## src/inc/hwbp_regs.svh

```systemverilog
`ifndef HWBP_REGS_SVH
`define HWBP_REGS_SVH
// ----------------------------------------
// Register offsets from the base address
// ----------------------------------------
`define HWBP_OFS_ADDR_LOW   4'h0
`define HWBP_OFS_ADDR_MID   4'h1
`define HWBP_OFS_ADDR_HIGH  4'h2
`define HWBP_OFS_ADDR_TOP   4'h3
`define HWBP_OFS_CMP_LOW    4'h4
`define HWBP_OFS_CMP_B1     4'h5
`define HWBP_OFS_CMP_B2     4'h6
`define HWBP_OFS_CMP_B3     4'h7
`define HWBP_OFS_CONTROL    4'hF
// ----------------------------------------
// Control register fields and reset values
// ----------------------------------------
`define HWBP_BIT_ENABLE     0
`define HWBP_BIT_DIR_SEL    1
`define HWBP_BIT_CMP_EN     2
`define HWBP_BIT_MATCH      3
`define HWBP_BIT_STATUS     7
`define HWBP_REG_RESET      8'h00
`define HWBP_BASE_DEFAULT   24'h0000D0
`define HWBP_REG_COUNT      16
`endif

```

## src/inc/hwbp_pkg.sv

```systemverilog
package hwbp_pkg;
   typedef logic [7:0] hwbp_byte_type;
   typedef logic [3:0] hwbp_offset_type;
endpackage

```

## src/hwbp_regfile.sv

```systemverilog
`include "hwbp_regs.svh"
// ----------------------------------------
// Byte register file, registered read data
// ----------------------------------------
module hwbp_regfile
   import hwbp_pkg::*;
(
   input  wire logic            clk,
   input  wire logic            rst_b,
   input  wire logic            wr_en,
   input  wire hwbp_offset_type wr_ofs,
   input  wire hwbp_byte_type   wr_data,
   input  wire hwbp_offset_type rd_ofs,
   output hwbp_byte_type        rd_data,
   output logic [23:0]          bp_addr,
   output hwbp_byte_type        cmp_value
);
   hwbp_byte_type mem [0:2];
   hwbp_byte_type cmp_low;
   logic          wr_mem;
   hwbp_byte_type next_rd_data;

   assign wr_mem    = wr_en && (wr_ofs <= `HWBP_OFS_ADDR_HIGH);
   assign bp_addr   = {mem[2], mem[1], mem[0]};
   assign cmp_value = cmp_low;
   // Reserved bytes read as zero and keep no storage.
   assign next_rd_data = (rd_ofs <= `HWBP_OFS_ADDR_HIGH) ? mem[rd_ofs[1:0]] :
                         (rd_ofs == `HWBP_OFS_CMP_LOW) ? cmp_low : 8'h00;

   always_ff @(posedge clk) begin
      if (!rst_b) begin
         mem[0]  <= `HWBP_REG_RESET;
         mem[1]  <= `HWBP_REG_RESET;
         mem[2]  <= `HWBP_REG_RESET;
         cmp_low <= `HWBP_REG_RESET;
         rd_data <= 8'h00;
      end else begin
         if (wr_mem) begin
            mem[wr_ofs[1:0]] <= wr_data;
         end
         if (wr_en && wr_ofs == `HWBP_OFS_CMP_LOW) begin
            cmp_low <= wr_data;
         end
         rd_data <= next_rd_data;
      end
   end
endmodule

```

## src/hw_breakpoint_unit.sv

```systemverilog
`include "hwbp_regs.svh"
// Function
// - Host debug port has eight two-way data lines and two handshake lines.
// - Monitor entry uses the processor non-maskable interrupt.
// - Host escape and breakpoint hit both merge onto the interrupt line.
// - Control bit 7 reads one after a breakpoint hit.
// - Status stays set until software writes zero to it.
// - Active-low analyzer trigger pulses low on each hit.
// - Registers decode as offsets from a board-chosen base address.
// - Breakpoint address bytes at offsets 0, 1, 2 hold bits 0-23.
// - Offset 3 is reserved and ignored by the compare.
// - Data compare byte sits at offset 4; offsets 5 to 7 reserved.
// - Offset 5 is reserved and unused by the comparator.
// - Control register sits at offset F.
// - Control bit 0 enables, bit 1 picks read, bit 2 enables data.
// - Control bit 3 selects equal data or different data.
// - Address compare covers the full processor address space.
// - A hit drives the interrupt low for exactly one cycle.
module hw_breakpoint_unit
   import hwbp_pkg::*;
#(
   parameter logic [23:0] BP_REGISTER_BASE = `HWBP_BASE_DEFAULT
)
(
   input  wire logic          clk,
   input  wire logic          rst_b,
   input  wire logic [23:0]   cpu_addr,
   input  wire hwbp_byte_type cpu_wdata,
   input  wire logic          cpu_read,
   input  wire logic          cpu_valid,
   output hwbp_byte_type      reg_rdata,
   output logic               reg_rsel,
   input  wire logic          escape_req_n,
   output logic               cpu_nmi_n,
   output logic               analyzer_trigger_n,
   input  wire hwbp_byte_type host_data_in,
   output hwbp_byte_type      host_data_out,
   output hwbp_byte_type      host_data_oe,
   input  wire logic          host_strobe_n,
   output logic               host_ack_n,
   input  wire hwbp_byte_type port_wdata,
   input  wire hwbp_byte_type port_dir,
   input  wire logic          port_ack_n,
   output hwbp_byte_type      port_rdata,
   output logic               port_strobe_n
);
   // ----------------------------------------
   // Input synchronisers for pins from the host
   // ----------------------------------------
   logic          esc_s1;
   logic          esc_s2;
   logic          stb_s1;
   logic          stb_s2;
   hwbp_byte_type hd_s1;
   hwbp_byte_type hd_s2;

   always_ff @(posedge clk) begin
      if (!rst_b) begin
         esc_s1 <= 1'b1;
         esc_s2 <= 1'b1;
         stb_s1 <= 1'b1;
         stb_s2 <= 1'b1;
         hd_s1  <= 8'h00;
         hd_s2  <= 8'h00;
      end else begin
         esc_s1 <= escape_req_n;
         esc_s2 <= esc_s1;
         stb_s1 <= host_strobe_n;
         stb_s2 <= stb_s1;
         hd_s1  <= host_data_in;
         hd_s2  <= hd_s1;
      end
   end

   // ----------------------------------------
   // Debug port toward the host
   // ----------------------------------------
   // The monitor steers the port through the processor-side port pins; the
   // data lines are two-way, one enable per line.
   always_ff @(posedge clk) begin
      if (!rst_b) begin
         host_data_out <= 8'h00;
         host_data_oe  <= 8'h00;
         host_ack_n    <= 1'b1;
         port_rdata    <= 8'h00;
         port_strobe_n <= 1'b1;
      end else begin
         host_data_out <= port_wdata;
         host_data_oe  <= port_dir;
         host_ack_n    <= port_ack_n;
         port_rdata    <= hd_s2;
         port_strobe_n <= stb_s2;
      end
   end

   // ----------------------------------------
   // Address decode
   // ----------------------------------------
   logic            in_window;
   hwbp_offset_type reg_ofs;
   logic            reg_wr;
   logic [23:0]     base_diff;

   assign base_diff = cpu_addr - BP_REGISTER_BASE;
   assign in_window = cpu_valid &&
                      (base_diff < 24'(`HWBP_REG_COUNT));
   assign reg_ofs   = base_diff[3:0];
   assign reg_wr    = in_window && !cpu_read;

   // ----------------------------------------
   // Register file and control register
   // ----------------------------------------
   logic [23:0]   bp_addr;
   hwbp_byte_type cmp_value;
   hwbp_byte_type file_rdata;
   logic [3:0]    ctrl;
   logic          status;
   logic          ctl_rd_q;
   logic          rd_q;
   logic          ctrl_wr;
   logic          hit;
   logic          esc_prev;
   logic          esc_fall;

   hwbp_regfile u_regs (
      .clk       (clk),
      .rst_b     (rst_b),
      .wr_en     (reg_wr),
      .wr_ofs    (reg_ofs),
      .wr_data   (cpu_wdata),
      .rd_ofs    (reg_ofs),
      .rd_data   (file_rdata),
      .bp_addr   (bp_addr),
      .cmp_value (cmp_value)
   );

   assign ctrl_wr = reg_wr && (reg_ofs == `HWBP_OFS_CONTROL);

   // ----------------------------------------
   // Hit detection
   // ----------------------------------------
   // Only 24 address bits exist; the top byte never takes part.
   logic addr_eq;
   logic dir_ok;
   logic data_eq;
   logic data_ok;

   assign addr_eq = (cpu_addr == bp_addr);
   assign dir_ok  = (cpu_read == ctrl[`HWBP_BIT_DIR_SEL]);
   assign data_eq = (cpu_wdata == cmp_value);
   assign data_ok = !ctrl[`HWBP_BIT_CMP_EN] ||
                    (data_eq == ctrl[`HWBP_BIT_MATCH]);
   assign hit     = cpu_valid && ctrl[`HWBP_BIT_ENABLE] &&
                    addr_eq && dir_ok && data_ok;
   assign esc_fall = esc_prev && !esc_s2;

   always_ff @(posedge clk) begin
      if (!rst_b) begin
         ctrl     <= 4'h0;
         status   <= 1'b0;
         ctl_rd_q <= 1'b0;
         rd_q     <= 1'b0;
         esc_prev <= 1'b1;
      end else begin
         esc_prev <= esc_s2;
         ctl_rd_q <= in_window && (reg_ofs == `HWBP_OFS_CONTROL);
         rd_q     <= in_window && cpu_read;
         if (ctrl_wr) begin
            ctrl <= cpu_wdata[3:0];
         end
         // A hit in the clearing cycle wins over the clear.
         if (hit) begin
            status <= 1'b1;
         end else if (ctrl_wr && !cpu_wdata[`HWBP_BIT_STATUS]) begin
            status <= 1'b0;
         end
      end
   end

   // ----------------------------------------
   // Outputs
   // ----------------------------------------
   // Read data is assembled from the registered file output one cycle on,
   // so a read answers one edge after the edge that takes it.
   hwbp_byte_type ctrl_view;
   hwbp_byte_type next_reg_rdata;

   assign ctrl_view      = {status, 3'b000, ctrl};
   assign next_reg_rdata = !rd_q    ? 8'h00 :
                           ctl_rd_q ? ctrl_view : file_rdata;

   always_ff @(posedge clk) begin
      if (!rst_b) begin
         cpu_nmi_n          <= 1'b1;
         analyzer_trigger_n <= 1'b1;
         reg_rdata          <= 8'h00;
         reg_rsel           <= 1'b0;
      end else begin
         cpu_nmi_n          <= !(hit || !esc_s2);
         analyzer_trigger_n <= !hit;
         reg_rsel           <= rd_q;
         reg_rdata          <= next_reg_rdata;
      end
   end

   // ----------------------------------------
   // Assertions
   // ----------------------------------------
   property p_nmi_one_cycle;
      @(posedge clk) disable iff (!rst_b)
      hit && !$past(hit) && esc_s2 && !$past(!esc_s2)
         |=> !cpu_nmi_n ##1 (cpu_nmi_n || $past(hit) || !$past(esc_s2));
   endproperty
   a_nmi_one_cycle: assert property (p_nmi_one_cycle)
      else $error("Interrupt not low for one cycle after hit.");

   property p_trigger;
      @(posedge clk) disable iff (!rst_b)
      hit |=> !analyzer_trigger_n;
   endproperty
   a_trigger: assert property (p_trigger)
      else $error("Trigger did not pulse on hit.");

   property p_trigger_cause;
      @(posedge clk) disable iff (!rst_b)
      !analyzer_trigger_n |-> $past(hit);
   endproperty
   a_trigger_cause: assert property (p_trigger_cause)
      else $error("Trigger pulsed without a hit.");

   property p_status_set;
      @(posedge clk) disable iff (!rst_b)
      hit |=> status;
   endproperty
   a_status_set: assert property (p_status_set)
      else $error("Status not set after hit.");

   property p_status_sticky;
      @(posedge clk) disable iff (!rst_b)
      status && !(ctrl_wr && !cpu_wdata[7]) |=> status;
   endproperty
   a_status_sticky: assert property (p_status_sticky)
      else $error("Status dropped without a clearing write.");

   property p_no_hit_disabled;
      @(posedge clk) disable iff (!rst_b)
      !ctrl[`HWBP_BIT_ENABLE] |-> !hit;
   endproperty
   a_no_hit_disabled: assert property (p_no_hit_disabled)
      else $error("Hit while detection disabled.");

   property p_escape_nmi;
      @(posedge clk) disable iff (!rst_b)
      !esc_s2 |=> !cpu_nmi_n;
   endproperty
   a_escape_nmi: assert property (p_escape_nmi)
      else $error("Escape request did not reach the interrupt.");

   property p_ctrl_write;
      @(posedge clk) disable iff (!rst_b)
      ctrl_wr |=> ctrl == $past(cpu_wdata[3:0]);
   endproperty
   a_ctrl_write: assert property (p_ctrl_write)
      else $error("Control write not stored.");

   property p_read_select;
      @(posedge clk) disable iff (!rst_b)
      in_window && cpu_read |=> ##1 reg_rsel;
   endproperty
   a_read_select: assert property (p_read_select)
      else $error("Register read select did not follow a read.");

   property p_read_control;
      @(posedge clk) disable iff (!rst_b)
      rd_q && ctl_rd_q |=> reg_rdata == $past(ctrl_view);
   endproperty
   a_read_control: assert property (p_read_control)
      else $error("Control read did not return the control view.");

   c_hit: cover property (@(posedge clk) disable iff (!rst_b) hit);
   c_clear: cover property (@(posedge clk) disable iff (!rst_b)
      status ##1 !status);
   c_data_hit: cover property (@(posedge clk) disable iff (!rst_b)
      hit && ctrl[`HWBP_BIT_CMP_EN]);
   c_escape: cover property (@(posedge clk) disable iff (!rst_b) esc_fall);
endmodule

```

## config.mk

```make
export PLATFORM = sky130hd
export DESIGN_NAME = hw_breakpoint_unit
export DESIGN_NICKNAME = d
export VERILOG_FILES = /design/src/inc/hwbp_pkg.sv /design/src/hwbp_regfile.sv /design/src/hw_breakpoint_unit.sv
export VERILOG_INCLUDE_DIRS = /design/src /design/src/inc
export SDC_FILE = /design/constraint.sdc
export NUM_CORES = 1
export LEC_CHECK = 0
export BUFFER_PORTS_ARGS = -buffer_cell sky130_fd_sc_hd__buf_2
export CORE_MARGIN = 1
export CORE_UTILIZATION = 53
export DETAILED_ROUTE_END_ITERATION = 6
export GPL_TIMING_DRIVEN = 0
export PLACE_DENSITY = 0.75
export SLEW_MARGIN = 30
export SYNTH_ARGS = -nofsm -noshare
export SYNTH_HDL_FRONTEND = slang
export SYNTH_SLANG_ARGS = --single-unit
```

## constraint.sdc

```tcl
create_clock -name clk -period 3.45 [get_ports clk]
set_input_delay 0.1725 -clock clk [delete_from_list [all_inputs] [get_ports clk]]
set_output_delay 0.1725 -clock clk [all_outputs]
set_load 0.05 [all_outputs]
```

==> qor.txt <==
share of post-route cells with drive strength above 1 -> 26.34%
fin cells -> 626
nets -> 582
first-pass GRT wire length -> 16140 µm
Setup crit start kind -> input pin
Required @ worst endpoint -> 3.45 ns
Worst-Skew Late Latency -> 0.37 ns
synthesized flop and latch total -> 104
Critical Path Start -> cpu_addr[11]
CTS tree -> yes
post-CTS sizing -> 0
commonest cells after routing, fill and taps aside -> buf_2, dfxtp_1, and2_1, nand2_1, mux2i_1
DR iter-0 viols -> 176
Core Rows -> 32
Clock Sinks -> 104
Worst setup EP type -> flip-flop
diode count -> 0
leakage -> 2.169 nW
leading cell type in the layout, fill and taps excluded -> buf_2
die width -> 91.99 µm
DP HPWL -> 7646 µm
Critical Path Fanout Max -> 10
crit share post-route -> 79.39%
Initial Utilization -> 55.25%
initial antenna violation count -> 0
number of synthesized flops with an enable pin -> 24
Synth Flop Type -> dfxtp_1
worst min path class -> input pin to flip-flop
number of global-route vias before repair -> 3276
H-tree Lvls -> 3
clock skew -> 0.01426 ns
Syn-to-layout area delta -> 23.38%
FFs w/ async S/R, synth -> 0%
Clk Tree Root Cell -> clkbuf_8
endpoints failing hold -> 0
CTS Buffer Depth -> 2
drt pass-1 iters -> 4
Net Count, Synth -> 455
Worst Tran Pin Value -> 0.8135 ns
final setup TNS -> 0 ns
DR vias -> 3346
count of yosys warnings during synthesis -> 0
DIE AREA -> 8461 µm²
worst path arrival time -> 2.74 ns
Tmin final -> 2.739 ns
Reg clk slew, reported paths -> 0.10 ns
# setup viols final -> 0
Reg2Reg Launch Point -> u_regs.mem[1][5]$_SDFFCE_PN0P_
WS Path Type -> input pin to flip-flop
cell area power density -> 443.5 nW/µm²
mean routed wirelength per cell -> 16.39 µm
max-cap violation count -> 0
Yosys cell types -> 46
Num CTS Buffers -> 9
Top Ports -> 100
dpl cells -> 592
routed wire length -> 10260 µm
total grt overflow -> 0
Mapped Cells -> 392
number of port buffers -> 98
core area -> 7767 µm²
Max rail drop VDD -> 310.0 µV
hold slack -> 0.004513 ns
gpl congestion -> 0.9079
Tot GR Track Use -> 25.44%
setup bufs post-CTS -> 0
HP Start -> port_wdata[4]
Mapped Area -> 4292 µm²
DRC viols -> 0
sequential fraction of the synthesis area -> 54.11%
hold buffer count at CTS -> 14
Pwr Total -> 2.348 mW
post-route ant nets -> 0
status -> finished, final reports clean
fmax -> 0.3651 GHz
syn avg cell area -> 10.95 µm²
largest net degree at the start of global routing -> 19
RSZ-0062 raised after global routing -> false
Max Slew Vio Count -> 0
Slew headroom -> 45.41%
Vias/cell -> 5.345
die height -> 91.99 µm
## per-layer routing
layer	routed length (µm)	track usage (%)	vias to the layer above
met5	0	0	-
met4	267	9.896	0
met3	631	7.048	18
met2	5028	42.85	123
met1	4330	30.84	1566
li1	-	-	1639
## metrics by stage
step                      worst slack (ns)  util, %  area [µm²]
after floorplan                     0.6281        -        4292
after global placement             0.02721    63.21        4910
after detailed placement            0.1939    63.27        4915
after CTS                           0.5782    67.65        5255
after global routing                0.5504    68.17        5295
final                               0.7111    68.17        5295
## sequential cells by signal (all words and copies together), names as in the netlist, 4 cells and up
name / cells
host_data_out: 8
u_regs.mem: 24
ctrl: 4
reg_rdata: 8
u_regs.rd_data: 8
host_data_oe: 8
hd_s2: 8
hd_s1: 8
port_rdata: 8
u_regs.cmp_value: 8
## synth_stat cells, drive strengths merged, types with 3 or more instances
| cell | count | area share, % |
|---|---|---|
| a22o | 6 | 1.2 |
| and2 | 40 | 5.8 |
| buf | 6 | 0.76 |
| clkbuf | 13 | 1.1 |
| dfxtp | 80 | 37 |
| edfxtp | 24 | 17 |
| inv | 11 | 0.96 |
| mux2i | 25 | 5.8 |
| nand2 | 30 | 2.6 |
| nand2b | 8 | 1.2 |
| nand4 | 12 | 1.7 |
| nor2 | 15 | 1.3 |
| nor3 | 19 | 3.4 |
| nor3b | 4 | 0.70 |
| nor4 | 19 | 3.4 |
| nor4bb | 4 | 0.93 |
| o211ai | 3 | 0.76 |
| o21ai | 8 | 0.93 |
| or4 | 4 | 0.79 |
| xnor2 | 23 | 4.7 |
| xor2 | 12 | 2.4 |
## report_power, final
group | internal, mW | switching, mW
Clock | 0.343 | 0.423
Combinational | 0.107 | 0.172
Sequential | 1.28 | 0.0187
## cell families (layout without fill, tap and decap cells)
group	Yosys count	after routing	synth area share (%)
flops	104	104	54.11
xor+xnor	35	35	7.143
buf+inv	30	162	2.857
mux	25	25	5.831
simple gates	165	165	23.47
compound gates	33	33	6.589
## path summary, 6_finish.rpt
path / to / slack (ns) / cells after the start
max: u_regs.mem[2][4]$_SDFFCE_PN0P_ / 0.71 / 8
min reg2reg: esc_s2$_SDFF_PN1_ / 0.42 / 1
min: host_data_out[4]$_SDFF_PN0_ / 0.005 / 2
max reg2reg: status$_SDFFE_PN0P_ / 1.12 / 5
## worst max-delay path, stage by stage
cell      delay [ns]
buf_2           0.11
or4_1           0.51
buf_2           0.17
nor4_1          0.33
xnor2_1         0.32
o211ai_1        0.19
buf_2           0.24
o21ai_1         0.68
## area by class of cell
cell class              instances  area [µm²]
fillers                       617        2472
flip-flops and latches        104        2322
multi-input cells             258        1852
repair buffers                116       670.6
well taps                     102       127.6
clock buffers                   9       123.9
plain buffers                  19       81.33
clock inverters                 7       76.32
inverters                      11       41.29
No activity file was read; power rests on OpenSTA's default activity.
